## config.mk

```make
export PLATFORM = sky130hd
export DESIGN_NAME = ssf_status_regs
export DESIGN_NICKNAME = d
export VERILOG_FILES = /design/src/logic/ssf_pkg.sv /design/src/logic/ssf_status_regs.sv /design/src/logic/ssf_flag_cell.sv
export SDC_FILE = /design/constraint.sdc
export NUM_CORES = 1
export LEC_CHECK = 0
export BUFFER_PORTS_ARGS = -buffer_cell sky130_fd_sc_hd__buf_2
export CORE_MARGIN = 2
export CORE_UTILIZATION = 54
export CTS_BUF_LIST = sky130_fd_sc_hd__clkbuf_2 sky130_fd_sc_hd__clkbuf_4 sky130_fd_sc_hd__clkbuf_8
export DETAILED_ROUTE_END_ITERATION = 8
export GPL_TIMING_DRIVEN = 1
export PLACE_DENSITY = 0.82
export RECOVER_POWER = 25
export SETUP_SLACK_MARGIN = 0.5
export SYNTH_ARGS = -nofsm -noshare
export SYNTH_HDL_FRONTEND = slang
export SYNTH_SLANG_ARGS = --single-unit
export TNS_END_PERCENT = 30
```

## constraint.sdc

```tcl
create_clock -name core_clk_i -period 3.4 [get_ports core_clk_i]
set_clock_uncertainty 0.15 [all_clocks]
set_input_delay 0.68 -clock core_clk_i [delete_from_list [all_inputs] [get_ports core_clk_i]]
set_output_delay 0.68 -clock core_clk_i [all_outputs]
set_load 0.005 [all_outputs]
```

## src/logic/ssf_pkg.sv

```systemverilog
// shared constants and types for the sample status flag block
package ssf_pkg;
    localparam logic [7:0] ADDR_STATUS_ALIAS = 8'h00;
    localparam logic [7:0] ADDR_P_MSB        = 8'h01;
    localparam logic [7:0] ADDR_P_CSB        = 8'h02;
    localparam logic [7:0] ADDR_P_LSB        = 8'h03;
    localparam logic [7:0] ADDR_T_MSB        = 8'h04;
    localparam logic [7:0] ADDR_T_LSB        = 8'h05;
    localparam logic [7:0] ADDR_SAMPLE_STAT  = 8'h06;
    localparam logic [7:0] ADDR_FIFO_STAT    = 8'h0D;
    localparam logic [7:0] ADDR_FIFO_DATA    = 8'h0E;
    localparam logic [7:0] ADDR_WRAP_LAST    = 8'h05;
    localparam logic [7:0] ADDR_FIFO_DATA_A  = 8'h01;

    localparam int BIT_ANY_OW   = 7;
    localparam int BIT_P_OW     = 6;
    localparam int BIT_T_OW     = 5;
    localparam int BIT_ANY_RDY  = 3;
    localparam int BIT_P_RDY    = 2;
    localparam int BIT_T_RDY    = 1;
    localparam int NUM_FLAGS    = 6;

    localparam logic [7:0] SAMPLE_STAT_RST = 8'h00;
    localparam logic [7:0] RD_DATA_RST     = 8'h00;
    localparam logic [7:0] UNMAPPED_VALUE  = 8'h00;

    localparam logic [1:0] FMODE_OFF      = 2'h0;
    localparam logic [1:0] FMODE_CIRCULAR = 2'h1;
    localparam logic [1:0] FMODE_STOP     = 2'h2;

    // flag order inside the flag vector
    typedef enum logic [2:0] {
        F_ANY_OW, F_P_OW, F_T_OW, F_ANY_RDY, F_P_RDY, F_T_RDY
    } ssf_flag_idx_t;

    typedef struct packed {
        logic ready_event_enable;
        logic pressure_event_enable;
        logic temperature_event_enable;
    } ssf_evcfg_t;

    typedef struct packed {
        logic        p_done;
        logic        t_done;
        logic [19:0] p_value;
        logic [11:0] t_value;
    } ssf_sample_t;
endpackage

```

## src/logic/ssf_status_regs.sv

```systemverilog
// per-sample status flags, status alias and auto-increment read port
`timescale 1ns/1ps
module ssf_status_regs (
    input  wire logic                core_clk_i,    // 100 MHz system clock
    input  wire logic                resetn_i,      // async reset, active low
    input  wire logic [1:0]          fifo_mode_i,   // fifo setup mode field
    input  wire ssf_pkg::ssf_evcfg_t event_cfg_i,   // event flag enables
    input  wire ssf_pkg::ssf_sample_t sample_i,     // finished acquisitions
    input  wire logic [7:0]          fifo_status_i, // fifo status byte
    input  wire logic [7:0]          fifo_data_i,   // fifo head byte
    input  wire logic                ptr_load_i,    // load register pointer
    input  wire logic [7:0]          ptr_addr_i,    // pointer value to load
    input  wire logic                byte_sent_i,   // byte at pointer shipped
    output logic [7:0]               rd_data_o,     // byte at current pointer
    output logic [7:0]               ptr_o,         // current pointer
    output logic [7:0]               sample_status_o // live status register
);
    logic [ssf_pkg::NUM_FLAGS-1:0] flag_set;
    logic [ssf_pkg::NUM_FLAGS-1:0] flag_clr;
    logic [ssf_pkg::NUM_FLAGS-1:0] flag_q;
    logic [7:0]  status_byte;
    logic [7:0]  ptr_d;
    logic [7:0]  ptr_q;
    logic [7:0]  rd_data_d;
    logic [7:0]  rd_data_q;
    logic [7:0]  stat_out_q;
    logic [19:0] p_val_d;
    logic [19:0] p_val_q;
    logic [11:0] t_val_d;
    logic [11:0] t_val_q;
    logic        fifo_on;
    logic        clr_p;
    logic        clr_t;
    logic        p_ow_ev;
    logic        t_ow_ev;

    // flag slots of the flag vector
    localparam ssf_pkg::ssf_flag_idx_t F_ANY_OW  = ssf_pkg::F_ANY_OW;
    localparam ssf_pkg::ssf_flag_idx_t F_P_OW    = ssf_pkg::F_P_OW;
    localparam ssf_pkg::ssf_flag_idx_t F_T_OW    = ssf_pkg::F_T_OW;
    localparam ssf_pkg::ssf_flag_idx_t F_ANY_RDY = ssf_pkg::F_ANY_RDY;
    localparam ssf_pkg::ssf_flag_idx_t F_P_RDY   = ssf_pkg::F_P_RDY;
    localparam ssf_pkg::ssf_flag_idx_t F_T_RDY   = ssf_pkg::F_T_RDY;

    // any nonzero mode (circular, stop-full or code 3) routes reads to the fifo
    assign fifo_on = (fifo_mode_i != ssf_pkg::FMODE_OFF);

    // next pointer of the auto-increment walk
    function automatic logic [7:0] next_addr(input logic [7:0] a, input logic fon);
        logic [7:0] n;
        n = a + 8'h01;
        if (a == ssf_pkg::ADDR_WRAP_LAST) begin
            n = ssf_pkg::ADDR_STATUS_ALIAS;
        end else if (fon && a == ssf_pkg::ADDR_FIFO_DATA_A) begin
            n = ssf_pkg::ADDR_FIFO_DATA_A;
        end
        return n;
    endfunction

    function automatic logic [7:0] read_byte(input logic [7:0] a, input logic fon,
                                             input logic [7:0] st, input logic [19:0] p,
                                             input logic [11:0] t, input logic [7:0] fst,
                                             input logic [7:0] fdat);
        logic [7:0] v;
        v = ssf_pkg::UNMAPPED_VALUE;
        case (a)
            ssf_pkg::ADDR_STATUS_ALIAS: v = fon ? fst : st;
            ssf_pkg::ADDR_P_MSB:        v = fon ? fdat : p[19:12];
            ssf_pkg::ADDR_P_CSB:        v = fon ? ssf_pkg::UNMAPPED_VALUE : p[11:4];
            ssf_pkg::ADDR_P_LSB:        v = fon ? ssf_pkg::UNMAPPED_VALUE : {p[3:0], 4'h0};
            ssf_pkg::ADDR_T_MSB:        v = fon ? ssf_pkg::UNMAPPED_VALUE : t[11:4];
            ssf_pkg::ADDR_T_LSB:        v = fon ? ssf_pkg::UNMAPPED_VALUE : {t[3:0], 4'h0};
            ssf_pkg::ADDR_SAMPLE_STAT:  v = st;
            ssf_pkg::ADDR_FIFO_STAT:    v = fst;
            ssf_pkg::ADDR_FIFO_DATA:    v = fdat;
            default:                    v = ssf_pkg::UNMAPPED_VALUE;
        endcase
        return v;
    endfunction

    // reserved bits 4 and 0 are tied low
    always_comb begin
        status_byte = ssf_pkg::SAMPLE_STAT_RST;
        status_byte[ssf_pkg::BIT_ANY_OW]  = flag_q[F_ANY_OW];
        status_byte[ssf_pkg::BIT_P_OW]    = flag_q[F_P_OW];
        status_byte[ssf_pkg::BIT_T_OW]    = flag_q[F_T_OW];
        status_byte[ssf_pkg::BIT_ANY_RDY] = flag_q[F_ANY_RDY];
        status_byte[ssf_pkg::BIT_P_RDY]   = flag_q[F_P_RDY];
        status_byte[ssf_pkg::BIT_T_RDY]   = flag_q[F_T_RDY];
    end

    // set events: an overwrite is a new sample landing on an unread one
    always_comb begin
        p_ow_ev  = sample_i.p_done && flag_q[F_P_RDY];
        t_ow_ev  = sample_i.t_done && flag_q[F_T_RDY];
        flag_set = '0;
        flag_set[F_P_RDY]   = sample_i.p_done && event_cfg_i.pressure_event_enable;
        flag_set[F_P_OW]    = p_ow_ev && event_cfg_i.pressure_event_enable;
        flag_set[F_T_RDY]   = sample_i.t_done && event_cfg_i.temperature_event_enable;
        flag_set[F_T_OW]    = t_ow_ev && event_cfg_i.temperature_event_enable;
        flag_set[F_ANY_RDY] = (sample_i.p_done || sample_i.t_done)
                              && event_cfg_i.ready_event_enable;
        flag_set[F_ANY_OW]  = (p_ow_ev || t_ow_ev)
                              && event_cfg_i.ready_event_enable;
    end

    // clears fire only when the byte has left, never on a pointer load
    always_comb begin
        clr_p = 1'b0;
        clr_t = 1'b0;
        if (byte_sent_i) begin
            if (fifo_on) begin
                clr_p = (ptr_q == ssf_pkg::ADDR_FIFO_DATA_A) || (ptr_q == ssf_pkg::ADDR_FIFO_DATA);
                clr_t = clr_p;
            end else begin
                clr_p = (ptr_q == ssf_pkg::ADDR_P_MSB);
                clr_t = (ptr_q == ssf_pkg::ADDR_T_MSB);
            end
        end
        flag_clr = '0;
        flag_clr[F_P_RDY]   = clr_p;
        flag_clr[F_P_OW]    = clr_p;
        flag_clr[F_T_RDY]   = clr_t;
        flag_clr[F_T_OW]    = clr_t;
        flag_clr[F_ANY_RDY] = clr_p || clr_t;
        flag_clr[F_ANY_OW]  = clr_p || clr_t;
    end

    genvar gi;
    generate
        for (gi = 0; gi < ssf_pkg::NUM_FLAGS; gi++) begin : g_flag
            ssf_flag_cell u_cell (
                .core_clk_i (core_clk_i),
                .resetn_i   (resetn_i),
                .set_i      (flag_set[gi]),
                .clr_i      (flag_clr[gi]),
                .flag_o     (flag_q[gi])
            );
        end
    endgenerate

    // pointer, sample data and read byte
    always_comb begin
        ptr_d   = ptr_q;
        p_val_d = sample_i.p_done ? sample_i.p_value : p_val_q;
        t_val_d = sample_i.t_done ? sample_i.t_value : t_val_q;
        if (ptr_load_i) begin
            ptr_d = ptr_addr_i;
        end else if (byte_sent_i) begin
            ptr_d = next_addr(ptr_q, fifo_on);
        end
        rd_data_d = read_byte(ptr_d, fifo_on, status_byte, p_val_d, t_val_d,
                              fifo_status_i, fifo_data_i);
    end

    always_ff @(posedge core_clk_i or negedge resetn_i) begin
        if (!resetn_i) begin
            ptr_q      <= ssf_pkg::ADDR_STATUS_ALIAS;
            p_val_q    <= '0;
            t_val_q    <= '0;
            rd_data_q  <= ssf_pkg::RD_DATA_RST;
            stat_out_q <= ssf_pkg::SAMPLE_STAT_RST;
        end else begin
            ptr_q      <= ptr_d;
            p_val_q    <= p_val_d;
            t_val_q    <= t_val_d;
            rd_data_q  <= rd_data_d;
            stat_out_q <= status_byte;
        end
    end

    assign rd_data_o       = rd_data_q;
    assign ptr_o           = ptr_q;
    assign sample_status_o = stat_out_q;

    a_alias_sample: assert property (@(posedge core_clk_i) disable iff (!resetn_i)
        (ptr_d == ssf_pkg::ADDR_STATUS_ALIAS && !fifo_on) |=> (rd_data_o == $past(status_byte)))
        else $error("alias does not show sample status");
    a_alias_fifo: assert property (@(posedge core_clk_i) disable iff (!resetn_i)
        (ptr_d == ssf_pkg::ADDR_STATUS_ALIAS && fifo_on) |=> (rd_data_o == $past(fifo_status_i)))
        else $error("alias does not show fifo status");
    a_burst_wrap: assert property (@(posedge core_clk_i) disable iff (!resetn_i)
        (!ptr_load_i && byte_sent_i && ptr_q == ssf_pkg::ADDR_WRAP_LAST)
        |=> (ptr_o == ssf_pkg::ADDR_STATUS_ALIAS))
        else $error("pointer did not wrap to status");
    a_p_ready_set: assert property (@(posedge core_clk_i) disable iff (!resetn_i)
        (sample_i.p_done && event_cfg_i.pressure_event_enable) |=> ##1 sample_status_o[2])
        else $error("pressure ready not set");
    a_p_ready_gate: assert property (@(posedge core_clk_i) disable iff (!resetn_i)
        (!$past(flag_q[F_P_RDY]) && !$past(event_cfg_i.pressure_event_enable)) |-> !flag_q[F_P_RDY])
        else $error("pressure ready set while disabled");
    a_t_ow_set: assert property (@(posedge core_clk_i) disable iff (!resetn_i)
        (sample_i.t_done && flag_q[F_T_RDY] && event_cfg_i.temperature_event_enable)
        |=> flag_q[F_T_OW])
        else $error("temperature overwrite not set");
    a_p_clear_read: assert property (@(posedge core_clk_i) disable iff (!resetn_i)
        (clr_p && !sample_i.p_done) |=> !flag_q[F_P_RDY] && !flag_q[F_P_OW])
        else $error("pressure flags not cleared");
    a_clear_needs_send: assert property (@(posedge core_clk_i) disable iff (!resetn_i)
        ($past(flag_q[F_ANY_RDY]) && !flag_q[F_ANY_RDY]) |-> $past(byte_sent_i))
        else $error("flag cleared without a shipped byte");
    a_set_wins: assert property (@(posedge core_clk_i) disable iff (!resetn_i)
        (flag_set[F_ANY_RDY] && flag_clr[F_ANY_RDY]) |=> flag_q[F_ANY_RDY])
        else $error("clear beat a simultaneous set");
    a_reserved_zero: assert property (@(posedge core_clk_i) disable iff (!resetn_i)
        (sample_status_o[4] == 1'b0) && (sample_status_o[0] == 1'b0))
        else $error("reserved status bit set");
    a_any_ow_set: assert property (@(posedge core_clk_i) disable iff (!resetn_i)
        (((sample_i.p_done && flag_q[F_P_RDY]) || (sample_i.t_done && flag_q[F_T_RDY]))
        && event_cfg_i.ready_event_enable) |=> flag_q[F_ANY_OW])
        else $error("combined overwrite not set");
    a_ow_fifo_clear: assert property (@(posedge core_clk_i) disable iff (!resetn_i)
        (byte_sent_i && fifo_on && ptr_q == ssf_pkg::ADDR_FIFO_DATA_A && !sample_i.p_done && !sample_i.t_done)
        |=> !flag_q[F_ANY_OW])
        else $error("combined overwrite kept after fifo read");
    a_p_ow_set: assert property (@(posedge core_clk_i) disable iff (!resetn_i)
        (sample_i.p_done && flag_q[F_P_RDY] && event_cfg_i.pressure_event_enable) |=> flag_q[F_P_OW])
        else $error("pressure overwrite not set");
    a_p_ow_clear: assert property (@(posedge core_clk_i) disable iff (!resetn_i)
        (byte_sent_i && fifo_on && ptr_q == ssf_pkg::ADDR_FIFO_DATA && !sample_i.p_done)
        |=> !flag_q[F_P_OW])
        else $error("pressure overwrite kept after fifo read");
    a_t_ow_clear: assert property (@(posedge core_clk_i) disable iff (!resetn_i)
        (byte_sent_i && !fifo_on && ptr_q == ssf_pkg::ADDR_T_MSB && !sample_i.t_done)
        |=> !flag_q[F_T_OW])
        else $error("temperature overwrite kept after msb read");
    a_any_rdy_set: assert property (@(posedge core_clk_i) disable iff (!resetn_i)
        ((sample_i.p_done || sample_i.t_done) && event_cfg_i.ready_event_enable) |=> flag_q[F_ANY_RDY])
        else $error("combined ready not set");
    a_rdy_msb_clear: assert property (@(posedge core_clk_i) disable iff (!resetn_i)
        (byte_sent_i && !fifo_on && ptr_q == ssf_pkg::ADDR_T_MSB && !sample_i.p_done && !sample_i.t_done)
        |=> !flag_q[F_ANY_RDY])
        else $error("combined ready kept after msb read");
    a_t_ready_set: assert property (@(posedge core_clk_i) disable iff (!resetn_i)
        (sample_i.t_done && event_cfg_i.temperature_event_enable) |=> flag_q[F_T_RDY])
        else $error("temperature ready not set");
    a_t_fifo_clear: assert property (@(posedge core_clk_i) disable iff (!resetn_i)
        (byte_sent_i && fifo_on && ptr_q == ssf_pkg::ADDR_FIFO_DATA_A && !sample_i.t_done)
        |=> !flag_q[F_T_RDY])
        else $error("temperature ready kept after fifo read");
    a_any_gate: assert property (@(posedge core_clk_i) disable iff (!resetn_i)
        (!event_cfg_i.ready_event_enable && !flag_q[F_ANY_OW]) |=> !flag_q[F_ANY_OW])
        else $error("combined overwrite set while disabled");
    a_p_ow_gate: assert property (@(posedge core_clk_i) disable iff (!resetn_i)
        (!event_cfg_i.pressure_event_enable && !flag_q[F_P_OW]) |=> !flag_q[F_P_OW])
        else $error("pressure overwrite set while disabled");
    a_t_ready_gate: assert property (@(posedge core_clk_i) disable iff (!resetn_i)
        (!event_cfg_i.temperature_event_enable && !flag_q[F_T_RDY]) |=> !flag_q[F_T_RDY])
        else $error("temperature ready set while disabled");
    a_t_ow_gate: assert property (@(posedge core_clk_i) disable iff (!resetn_i)
        (!event_cfg_i.temperature_event_enable && !flag_q[F_T_OW]) |=> !flag_q[F_T_OW])
        else $error("temperature overwrite set while disabled");
    a_t_live_data: assert property (@(posedge core_clk_i) disable iff (!resetn_i)
        (ptr_d == ssf_pkg::ADDR_T_MSB && !fifo_on && !sample_i.t_done)
        |=> (rd_data_o == $past(t_val_q[11:4])))
        else $error("temperature msb not live sample");
    a_fifo_reserved: assert property (@(posedge core_clk_i) disable iff (!resetn_i)
        (ptr_d == ssf_pkg::ADDR_P_CSB && fifo_on) |=> (rd_data_o == ssf_pkg::UNMAPPED_VALUE))
        else $error("reserved area not zero in fifo mode");
    a_fifo_pointer: assert property (@(posedge core_clk_i) disable iff (!resetn_i)
        (!ptr_load_i && byte_sent_i && fifo_on && ptr_q == ssf_pkg::ADDR_FIFO_DATA_A)
        |=> (ptr_o == ssf_pkg::ADDR_FIFO_DATA_A))
        else $error("pointer left fifo data");
    a_load_no_clear: assert property (@(posedge core_clk_i) disable iff (!resetn_i)
        (ptr_load_i && !byte_sent_i && flag_q[F_P_RDY]) |=> flag_q[F_P_RDY])
        else $error("pointer load cleared a flag");
    a_pointer_load: assert property (@(posedge core_clk_i) disable iff (!resetn_i)
        ptr_load_i |=> (ptr_o == $past(ptr_addr_i)))
        else $error("pointer not loaded");
    a_direct_status: assert property (@(posedge core_clk_i) disable iff (!resetn_i)
        (ptr_d == ssf_pkg::ADDR_SAMPLE_STAT) |=> (rd_data_o == $past(status_byte)))
        else $error("status register not shown at its own address");

    c_six_byte_burst: cover property (@(posedge core_clk_i) disable iff (!resetn_i)
        (byte_sent_i && ptr_q == ssf_pkg::ADDR_T_LSB && !fifo_on));
    c_p_overwrite: cover property (@(posedge core_clk_i) disable iff (!resetn_i) flag_set[F_P_OW]);
    c_fifo_clear: cover property (@(posedge core_clk_i) disable iff (!resetn_i) (clr_p && fifo_on));
    c_set_and_clear: cover property (@(posedge core_clk_i) disable iff (!resetn_i)
        (flag_set[F_P_RDY] && flag_clr[F_P_RDY]));
endmodule

```

## src/logic/ssf_flag_cell.sv

```systemverilog
// one sticky status flag where a set beats a clear in the same cycle
`timescale 1ns/1ps
module ssf_flag_cell (
    input  wire logic core_clk_i,  // system clock
    input  wire logic resetn_i,    // async reset, active low
    input  wire logic set_i,       // event pulse
    input  wire logic clr_i,       // clearing read pulse
    output logic      flag_o       // registered flag
);
    logic flag_d;
    logic flag_q;

    always_comb begin
        flag_d = flag_q;
        if (clr_i) begin
            flag_d = 1'b0;
        end
        if (set_i) begin
            flag_d = 1'b1;
        end
    end

    always_ff @(posedge core_clk_i or negedge resetn_i) begin
        if (!resetn_i) begin
            flag_q <= 1'b0;
        end else begin
            flag_q <= flag_d;
        end
    end

    assign flag_o = flag_q;
endmodule

```

# Word-level counts from Yosys, hierarchy flattened
# Cells that the tools add are included.
# Widths: inputs -> output; s select.
[classes]
n_eq_ne = 12
reduce_logical = 21
addsub = 1
muxes = 26
[op_table]
columns = ["cell", "n"]
rows = [
  ["$mux 8", 10],
  ["$pmux 8 s9", 1],
  ["$eq 8x3->1 const B", 5],
  ["$eq 8x4->1 const B", 3],
  ["$mux 20", 1],
  ["$eq 8x1->1 const B", 2],
  ["$eq 8x2->1 const B", 2],
  ["$reduce_bool 2->1", 7],
  ["$mux 1", 13],
  ["$mux 12", 1],
  ["$logic_and 1x1->1", 9],
  ["$add 8x1->8 const B", 1],
  ["$logic_not 8->1", 1],
  ["$logic_or 1x1->1", 4],
]
[word_totals]
reg_bits = 60
out_inout_bits = 24
word_cells = 71
inputBits = 67

# Longest topological paths before layout
# Gate-level depths: netlist (run 1).
[depth]
ltp_word = 8
mapped_depth = 11
ltp_nobuf = 10

# Modules after synthesis
# From an unflattened synthesis (run 1), not the netlist that was laid out.
[unflattened]
cells_unflattened = 319
hier_area_um2 = 3313.2
[modules_own_cells]
columns = ["module", "area_each_um2", "cells_each", "n_inst", "seq_area_each_um2"]
rows = [
  ["ssf_status_regs", 3095.5, 301, 1, 1351.3],
  ["ssf_flag_cell", 36.3, 3, 6, 25.0],
]

# Worst setup path after synthesis (run 1)
# No wires, ideal clock.
[synth_path]
path_type = "input-to-reg"
startpoint = "input port ptr_load_i"
endpoint = "register rd_data_q[1], in the netlist rd_data_o[1]"
t_arrival_ps = 2556
t_required_ps = 3180
path_buffers = 3
setup_ps = 70
setup_slack_ps = 625
path_stages = 9
cell_sequence = "clkbuf_1 > buf_2 > o31ai_1 > a31oi_2 > inv_2 > buf_2 > nor4_2 > a22oi_1 > nand3_1"
[synth_via]
elab_chain_cells = 3
word_cells_on_any_way = 11
classes_between = "eq/ne (8); mux (2); reduce/logical (1)"
[synth_rtl]
columns = ["item", "line", "text"]
rows = [
  ["start: declaration", "ssf_status_regs.sv:11", "input wire logic ptr_load_i,"],
  ["$mux 8 *", "ssf_status_regs.sv:147", "if (ptr_load_i) begin"],
  ["net ptr_d[0]", "ssf_status_regs.sv:22", "logic [7:0] ptr_d;"],
  ["$eq 8x4->1, or another cell as far along", "ssf_status_regs.sv:66", "case (a)"],
  ["$pmux 8 s9 *", "ssf_status_regs.sv:66", ""],
  ["net rd_data_d[1]", "ssf_status_regs.sv:24", "logic [7:0] rd_data_d;"],
  ["end signal: assignment", "ssf_status_regs.sv:161", "rd_data_q <= ssf_pkg::RD_DATA_RST;"],
  ["end signal: assignment", "ssf_status_regs.sv:167", "rd_data_q <= rd_data_d;"],
  ["end: declaration", "ssf_status_regs.sv:25", "logic [7:0] rd_data_q;"],
]
# Mark *: on every way through the listed nets, which the timed path passes. The rest lies on a longest branch.
# A chain may end at the register's enable or synchronous reset.

# Worst setup path after layout (run 1)
[layout_path]
startpoint = "register ptr_q[4], in the netlist ptr_o[4]"
endpoint = "register rd_data_q[5], in the netlist rd_data_o[5]"
[layout_via]
elab_chain_cells = 8
word_cells_on_any_way = 18
classes_between = "add/sub (1); eq/ne (10); mux (5); reduce/logical (2)"
[layout_rtl]
columns = ["item", "line", "text"]
rows = [
  ["start: declaration", "ssf_status_regs.sv:23", "logic [7:0] ptr_q;"],
  ["start signal: assignment", "ssf_status_regs.sv:158", "ptr_q <= ssf_pkg::ADDR_STATUS_ALIAS;"],
  ["start signal: assignment", "ssf_status_regs.sv:164", "ptr_q <= ptr_d;"],
  ["branches (longest 4 deep; another with $add 8x1->8)", "n/a", ""],
  ["$mux 8 *", "ssf_status_regs.sv:149", "end else if (byte_sent_i) begin"],
  ["$mux 8 *", "ssf_status_regs.sv:147", ""],
  ["$eq 8x4->1, or another cell as far along", "ssf_status_regs.sv:66", ""],
  ["$pmux 8 s9 *", "ssf_status_regs.sv:66", ""],
  ["net rd_data_d[5]", "ssf_status_regs.sv:24", ""],
]
# Mark *: on every way through the listed nets, which the timed path passes.

==> flow_summary_export.csv, run 1 <==
group,metric,value,unit
run_status,outcome,"finished, final reports clean",
timing,fin_ws,0.552,ns
power,leakage,1.85,nW
die,die_y,82.3,um
logic_synthesis,synthArstFlopShare,1.00,
power,vdd_ir_drop_max,0.000321,V
cells_and_area,n_antenna_cell,0,
logic_synthesis,synthXorXnorAreaFrac,0.00529,
detailed_routing,viasPerCell,6.27,
placement,portBuffers,88,
clocking,cts_max_level,3,
logic_synthesis,avgSynthCellArea,10.7,sq um
cells_and_area,final_core_util,0.712,
critical_path,required,3.47,ns
cells_and_area,drive_above_1_share,0.455,
logic_synthesis,synth_fa_ha_area_frac,0.0151,
logic_synthesis,ys_ff_latch,60,
detailed_routing,postRouteWirelength,9260,um
flow_run,max-cap-violations,0,
timing,slew_violations,0,
clocking,ctsLongestPathBuffers,2,
placement,place_congestion,1.01,
cells_and_area,multi_input_area,1860,sq um
logic_synthesis,synth_warnings,0,
critical_path,worst_r2r_startpoint,"ptr_o[4]",
detailed_routing,drc,0,
global_route,grt_max_degree,25,
global_route,overflow,0,
clocking,clock_latency,0.34,ns
critical_path,critPathLaunchType,"flip-flop",
critical_path,cp_common_cell,"buf_4",
timing,fin_crit,2.85,ns
critical_path,critPathBufInv,3,
clocking,root_buffer,"clkbuf_8",
cells_and_area,stdcell_area,4220,sq um
global_route,antenna_found_initial,0,
logic_synthesis,synth_compound_area_frac,0.167,
logic_synthesis,yosys.area.top_type,"dfrtp_1",
timing,timing.fmax,351,MHz
cells_and_area,final_cell_mix,"buf_2 (87), dfrtp_1 (58), mux2_2 (35), nand2_1 (23), nand3_1 (20)",
logic_synthesis,synthMuxAreaShare,0.125,
cells_and_area,areaGrowthSynthToFinish,27.2,%
die,core_region_area,5920,sq um
placement,pre_cts_slack,0.338,ns
critical_path,arrival,2.92,ns
global_route,grt_pass1_vias,2876,
detailed_routing,vias,3059,
timing,setup_tns,0,ns
critical_path,cp_max_fo,9,
placement,dp_cells,466,
cells_and_area,fill_cells,447,
die,rows,28,
logic_synthesis,synth_seq_area_share,0.453,
detailed_routing,post_drt_wl_per_cell,19.0,um
critical_path,critPathLaunch,"ptr_o[4]",
logic_synthesis,yosysTopAreaCellShare,0.453,
critical_path,critPathCaptureType,"flip-flop",
critical_path,crit_slowest_cell,"or4_4",
logic_synthesis,yosys_most_used_dff,"dfrtp_1",
global_route,grt_usage,0.282,
clocking,postCtsHoldBufs,0,
critical_path,crit_chain,"or4_4, o31ai_4, a31oi_2, inv_2, buf_4, a2111oi_4, buf_4, a22o_1, a211o_1",
timing,max_slew.worst_pin.slew,1.17,ns
clocking,clkTransAtPathRegs,0.07,ns
clocking,numCtsBuffers,9,
power,fin_total_pwr,1.86,mW
clocking,cts_tree,"built",
timing,hold_viol_final,0,
critical_path,crit_family,"compound AO/OA/AOI/OAI gates",
detailed_routing,dr.pass1.iters,5,
logic_synthesis,synth_area,3310,sq um
placement,hpwlAfterDp,6710,um
die,initial_core_util,0.560,
die,ios,91,
die,dieArea,6780,sq um
logic_synthesis,synth_simple_gate_area_frac,0.201,
logic_synthesis,synth.area.top_cells,"dfrtp_1 (45%), mux2_2 (12%), nand3_1 (3.0%)",
logic_synthesis,synth_top_family_by_area,"simple AND/OR/NAND/NOR gates",
timing,period_share,0.838,
detailed_routing,drt_iter0_markers,518,
timing,setup-violations-final,0,
cells_and_area,stdcell_count,488,
timing,rsz0062_at_grt,"no",
die,die-width,82.3,um
clocking,cts_sinks,60,
critical_path,worstSetupPathType,"reg2reg",
logic_synthesis,synthCells,311,
logic_synthesis,synth_edf_count,0,
placement,placed_cell_area,3840,sq um
timing,whs,0.278,ns
critical_path,max_stage_delay,0.60,ns
power,p_per_area,441,nW/um^2
worst_hold_path,hold_path_startpoint,"g_flag[3].u_cell.flag_o",
worst_hold_path,hold_class,"reg2reg",
cells_and_area,final_common_cell,"buf_2",
cells_and_area,nNetsFinal,479,
timing,relSlewSlack,0.219,
cells_and_area,regArea,1500,sq um
logic_synthesis,ys_types,61,
global_route,grt_pass1_wl,14300,um
detailed_routing,ant_nets,0,
## synth_stat cells (5+ instances only)
| cell type | n |
|---|---|
| a211oi_1 | 5 |
| a21oi_1 | 6 |
| a22o_1 | 5 |
| a22oi_1 | 5 |
| a32o_1 | 5 |
| and3_1 | 5 |
| clkbuf_1 | 12 |
| dfrtp_1 | 60 |
| mux2_2 | 35 |
| nand2_1 | 25 |
| nand3_1 | 20 |
| nand4_1 | 7 |
| nor2_1 | 15 |
| nor2b_1 | 5 |
| nor3_1 | 7 |
| o21ai_0 | 11 |
## state kept, by name, indices dropped and copies added (netlist names)
| signal | count |
|---|---|
| t_val_q | 12 |
| rd_data_o | 8 |
| g_flag.u_cell.flag_o | 6 |
| sample_status_o | 6 |
| p_val_q | 20 |
| ptr_o | 8 |
## report_power, final
group	switching (mW)	internal, mW
clock network	0.286	0.346
logic	0.239	0.172
registers	0.0443	0.771
total	0.569	1.29
## final cells by class
type,instances,area share
multi-input combinational,228,0.440
sequential,60,0.357
timing repair buffer,102,0.128
clock buffer,10,0.0312
tap,75,0.0223
clock inverter,6,0.0151
inverter,7,0.00623
## timing repair
action,in CTS,in global routing
gates cloned,0,1
endpoints found under the hold margin,0,0
setup endpoints to repair,7,8
gates resized for setup,2,22
pin swaps,0,3
setup buffers,0,5
## metal layers
metal  wire (um)  up-vias  share of wire  global-route usage
met5           0        -              0                   0
met4         258        0          0.028               0.102
met3         841       39          0.091              0.0543
met2        4400      186           0.48               0.460
met1        3760     1464           0.41               0.375
li1            -     1370              -                   -
## cell families after synthesis
family / Yosys count
adder cells (fa/ha/maj): 4
XOR/XNOR: 2
flip-flops: 60
multiplexers: 37
other: 1
buffers and inverters: 25
AO/OA/AOI/OAI: 69
AND/OR/NAND/NOR: 113
## final timing paths
path / endpoint / slack, ns / cells past startpoint
worst max register to register: rd_data_o[5] / 0.55 / 9
worst min register to register: sample_status_o[3] / 0.28 / 0
worst max-delay path: rd_data_o[5] / 0.55 / 9
min in group asynchronous: ptr_o[2] / 0.40 / 1
max in group asynchronous: ptr_o[0] / 1.13 / 2
worst min-delay path: sample_status_o[3] / 0.28 / 0
(Power assumes the default switching activity.)
==> inputs of run 2 (changes only) <==
==> constraint.sdc (replaced) <==
create_clock -name core_clk_i -period 2.65 [get_ports core_clk_i]
set_clock_uncertainty 0.15 [all_clocks]
set_input_delay 0.53 -clock core_clk_i [delete_from_list [all_inputs] [get_ports core_clk_i]]
set_output_delay 0.53 -clock core_clk_i [all_outputs]
set_load 0.005 [all_outputs]
==> flow_summary_export.csv, run 2 (synthesis gave the netlist of run 1 again) <==
group,metric,value,unit
power,vdd_ir_drop_max,0.000573,V
timing,period_share,1.02,
critical_path,worst_r2r_startpoint,"ptr_o[4]",
timing,fin_ws,-0.0603,ns
die,die_y,82.3,um
detailed_routing,postRouteWirelength,9960,um
timing,timing.fmax,369,MHz
die,ios,91,
flow_run,max-cap-violations,1,
clocking,ctsLongestPathBuffers,2,
timing,max_slew.worst_pin.slew,1.83,ns
critical_path,critPathLaunch,"ptr_o[4]",
cells_and_area,largest_reg_flops,20,
detailed_routing,ant_nets,0,
placement,hpwlAfterDp,7210,um
die,die-width,82.3,um
detailed_routing,post_drt_wl_per_cell,18.8,um
timing,relSlewSlack,-0.219,
clocking,cts_sinks,60,
die,dieArea,6780,sq um
timing,fin_crit,2.71,ns
run_status,violations,"capacitance limit, slew limit, setup timing",
detailed_routing,drt_iter0_markers,261,
critical_path,cp_max_fo,5,
critical_path,required,2.79,ns
run_status,outcome,"finished, violations left",
cells_and_area,regMostFlops,"p_val_q",
cells_and_area,areaGrowthSynthToFinish,38.3,%
detailed_routing,viasPerCell,6.03,
power,p_per_area,568,nW/um^2
global_route,overflow,0,
clocking,postCtsHoldBufs,0,
worst_hold_path,hold_path_startpoint,"fifo_data_i[2]",
die,rows,28,
clocking,clock_latency,0.34,ns
global_route,antenna_found_initial,0,
die,core_region_area,5920,sq um
clocking,cts_max_level,3,
clocking,numCtsBuffers,9,
clocking,cts_tree,"built",
die,initial_core_util,0.560,
timing,slew_violations,32,
critical_path,worstSetupPathType,"reg2reg",
clocking,root_buffer,"clkbuf_8",
timing,whs,0.261,ns
global_route,grt_max_degree,33,
power,leakage,2.07,nW
timing,setup_tns,-0.138,ns
cells_and_area,largestRegisters,"p_val_q (20), t_val_q (12)",
global_route,grt_pass1_wl,15300,um
critical_path,arrival,2.85,ns
timing,hold_viol_final,0,
timing,rsz0062_at_grt,"yes",
placement,place_congestion,0.939,
detailed_routing,dr.pass1.iters,6,
detailed_routing,drc,0,
critical_path,critPathCaptureType,"flip-flop",
detailed_routing,vias,3196,
clocking,clkTransAtPathRegs,0.08,ns
placement,portBuffers,88,
cells_and_area,n_antenna_cell,0,
cells_and_area,drive_above_1_share,0.505,
global_route,grt_pass1_vias,3106,
worst_hold_path,hold_class,"in2reg",
critical_path,critPathLaunchType,"flip-flop",
cells_and_area,final_cell_mix,"buf_2 (87), dfrtp_1 (58), buf_4 (54), mux2_2 (34), nand2_1 (23)",
timing,setup-violations-final,5,
cells_and_area,final_common_cell,"buf_2",
global_route,grt_usage,0.305,
cells_and_area,nNetsFinal,521,
run 2: cell count changes in the layout (fill, tap and decap cells not counted), sizes merged:
cell      previous run  this run
nand4b               3         2
clkbuf              12        10
buf                100       144
inv                  8         9
clkinvlp             2         1
bufinv               1         2
run 2: through the flow:
step / worst slack (ns) / util / power, mW / std cells / area, sq um
5_1_grt: -0.154 / 0.774 / 2.70 / 530 / 4580
4_1_cts: -0.0133 / 0.763 / 2.58 / 527 / 4520
3_5_place_dp: -0.158 / 0.709 / 1.63 / 506 / 4200
2_1_floorplan: 0.125 / - / 1.36 / 312 / 3370
3_3_place_gp: -0.0726 / 0.709 / 1.62 / 506 / 4200
6_report: -0.0603 / 0.774 / 2.60 / 530 / 4580
run 2: worst max-delay path, stage by stage, from the launching register on:
cell and delay [ns]:
dfrtp_2 0.41, or4_4 0.56, or3_4 0.38, o2111ai_4 0.14
nand4b_4 0.17, a2111oi_4 0.51, a22o_1 0.23, a211o_1 0.10
run 2: what timing repair did:
action | in CTS | in global routing
resized for setup | 9 | 8
pin swaps | 17 | 6
setup endpoints to repair | 8 | 11
setup buffers | 5 | 3
run 2: layout make-up:
| cell class | count | area (sq um) |
|---|---|---|
| clock buffer | 9 | 124 |
| clock inverter | 7 | 98.8 |
| fill | 400 | 1340 |
| inverter | 7 | 26.3 |
| multi-input combinational | 227 | 1840 |
| sequential | 60 | 1500 |
| tap | 75 | 93.8 |
| timing repair buffer | 145 | 896 |
run 2: path summary, 6_finish.rpt:
path	slack (ns)	endpoint	cells after the start
hold reg to reg	0.28	sample_status_o[3]	0
setup reg to reg	-0.06	rd_data_o[5]	7
setup / recovery	-0.06	rd_data_o[5]	7
hold / removal	0.26	rd_data_o[2]	3
max in group asynchronous	0.63	ptr_o[2]	1
min in group asynchronous	0.52	ptr_o[6]	1
run 2: power by group:
group	leakage (nW)	switching (mW)	total (mW)	internal (mW)
clock	0.110	0.399	0.934	0.535
sequential	0.684	0.0389	1.03	0.989
combinational	1.28	0.346	0.641	0.295
run 2: per-layer routing:
| layer | global-route usage | up-vias | routed length (um) |
|---|---|---|---|
| met5 | 0 | - | 0 |
| met1 | 0.389 | 1554 | 4110 |
| met3 | 0.0543 | 31 | 670 |
| met4 | 0.142 | 0 | 318 |
| li1 | - | 1454 | - |
| met2 | 0.503 | 157 | 4860 |
==> inputs of run 3 (changes only) <==
--- a/config.mk
+++ b/config.mk
@@ -7,11 +7,10 @@
 export LEC_CHECK = 0
 export BUFFER_PORTS_ARGS = -buffer_cell sky130_fd_sc_hd__buf_2
 export CORE_MARGIN = 2
-export CORE_UTILIZATION = 54
+export CORE_UTILIZATION = 30
 export CTS_BUF_LIST = sky130_fd_sc_hd__clkbuf_2 sky130_fd_sc_hd__clkbuf_4 sky130_fd_sc_hd__clkbuf_8
 export DETAILED_ROUTE_END_ITERATION = 8
 export GPL_TIMING_DRIVEN = 1
-export PLACE_DENSITY = 0.82
 export RECOVER_POWER = 25
 export SETUP_SLACK_MARGIN = 0.5
 export SYNTH_ARGS = -nofsm -noshare
==> flow_summary_export.csv, run 3 (synthesis gave the netlist of run 1 again) <==
group,metric,value,unit
run_status,outcome,"finished, violations left",
run_status,violations,"setup timing",
clocking,postCtsHoldBufs,0,
cells_and_area,final_core_util,0.440,
die,dieArea,11900,sq um
cells_and_area,largest_reg_flops,20,
global_route,grt_max_degree,43,
global_route,grt_usage,0.180,
critical_path,cp_max_fo,7,
detailed_routing,dr.pass1.iters,4,
timing,period_share,1.01,
timing,max_slew.worst_pin.slew,1.21,ns
power,p_per_area,521,nW/um^2
die,die-width,109,um
cells_and_area,stdcell_count,612,
timing,rsz0062_at_grt,"yes",
flow_run,max-cap-violations,0,
power,vdd_ir_drop_max,0.000212,V
cells_and_area,n_antenna_cell,0,
critical_path,critPathBufInv,1,
cells_and_area,multi_input_area,1840,sq um
cells_and_area,regArea,1500,sq um
global_route,grt_pass1_wl,16100,um
die,core_region_area,10800,sq um
die,die_y,109,um
timing,relSlewSlack,0.193,
global_route,antenna_found_initial,1,
detailed_routing,drt_iter0_markers,133,
critical_path,required,2.74,ns
clocking,clock_latency,0.34,ns
clocking,ctsLongestPathBuffers,2,
clocking,cts_tree,"built",
global_route,grt_pass1_vias,3169,
clocking,cts_max_level,3,
timing,timing.fmax,373,MHz
cells_and_area,largestRegisters,"p_val_q (20), t_val_q (12)",
critical_path,crit_chain,"or4_4, or3_4, o2111ai_4, nand4b_4, nor4_4, buf_4, o21ai_2, o211ai_1",
detailed_routing,vias,3126,
timing,hold_viol_final,0,
cells_and_area,final_cell_mix,"buf_2 (86), buf_4 (69), dfrtp_1 (58), mux2_2 (31), nand2_1 (22)",
timing,fin_crit,2.68,ns
cells_and_area,nNetsFinal,538,
timing,fin_ws,-0.0310,ns
die,rows,38,
clocking,numCtsBuffers,9,
global_route,overflow,0,
placement,dp_cells,588,
placement,hpwlAfterDp,8170,um
critical_path,critPathCaptureType,"flip-flop",
power,leakage,2.12,nW
clocking,root_buffer,"clkbuf_8",
placement,place_congestion,0.866,
clocking,cts_sinks,60,
cells_and_area,regMostFlops,"p_val_q",
cells_and_area,fill_cells,1046,
critical_path,arrival,2.77,ns
timing,setup-violations-final,3,
die,initial_core_util,0.307,
timing,setup_tns,-0.0678,ns
critical_path,crit_slowest_cell,"or4_4",
critical_path,crit_family,"simple AND/OR/NAND/NOR gates",
detailed_routing,post_drt_wl_per_cell,16.9,um
worst_hold_path,hold_class,"in2reg",
die,ios,91,
detailed_routing,ant_nets,0,
critical_path,critPathLaunchType,"flip-flop",
cells_and_area,areaGrowthSynthToFinish,43.4,%
detailed_routing,viasPerCell,5.11,
cells_and_area,drive_above_1_share,0.519,
placement,portBuffers,88,
cells_and_area,final_common_cell,"buf_2",
detailed_routing,postRouteWirelength,10400,um
critical_path,max_stage_delay,0.57,ns
clocking,clkTransAtPathRegs,0.07,ns
detailed_routing,drc,0,
critical_path,worstSetupPathType,"reg2reg",
timing,slew_violations,0,
run 3: cell type report:
cell class	instances	share of cell area
clock buffer	11	0.0319
inverter	7	0.00553
sequential	60	0.316
timing repair buffer	162	0.214
multi-input combinational	227	0.388
tap	140	0.0369
clock inverter	5	0.00764
run 3: tightest hold or removal path: cells and delay by family:
family / cells / cell delay, ns
AOI/OAI and AO/OA: 1 / 0.06
buffers and inverters: 1 / 0.09
and+or+nand+nor: 1 / 0.04
run 3: where the power goes:
group          internal (mW)  switching, mW
clock                  0.390          0.379
combinational          0.329          0.350
sequential             0.989         0.0375
run 3: worst paths after layout:
| kind | from | to | slack, ns | cells after the start |
|---|---|---|---|---|
| max | ptr_o[5] | rd_data_o[3] | -0.03 | 8 |
| min | ptr_addr_i[6] | ptr_o[6] | 0.26 | 3 |
| max reg2reg | ptr_o[5] | rd_data_o[3] | -0.03 | 8 |
| min reg2reg | g_flag[1].u_cell.flag_o | sample_status_o[6] | 0.27 | 0 |
| max in group asynchronous | resetn_i | ptr_o[0] | 0.42 | 2 |
| min in group asynchronous | resetn_i | ptr_o[1] | 0.27 | 1 |
run 3: repair_timing:
item | CTS | global route
pin swaps | 10 | 10
setup buffers | 4 | 4
resized for setup | 12 | 8
setup endpoints to repair | 9 | 9
run 3: stage by stage:
step           total power [mW]  worst slack [ns]  hold slack [ns]  area, sq um
2_1_floorplan              1.36             0.125           0.0844         3370
3_3_place_gp               1.68            -0.124            0.260         4420
3_5_place_dp               1.68            -0.147            0.269         4420
4_1_cts                    2.49           -0.0331           0.0140         4710
5_1_grt                    2.61            -0.140            0.259         4750
6_report                   2.47           -0.0310            0.263         4750
run 3: routing by layer:
layer | up-vias | GRT usage | wire (um)
met1 | 1537 | 0.220 | 4540
met3 | 14 | 0.0454 | 549
met4 | 2 | 0.0641 | 189
li1 | 1487 | - | -
met5 | - | 0 | 9
met2 | 86 | 0.308 | 5080
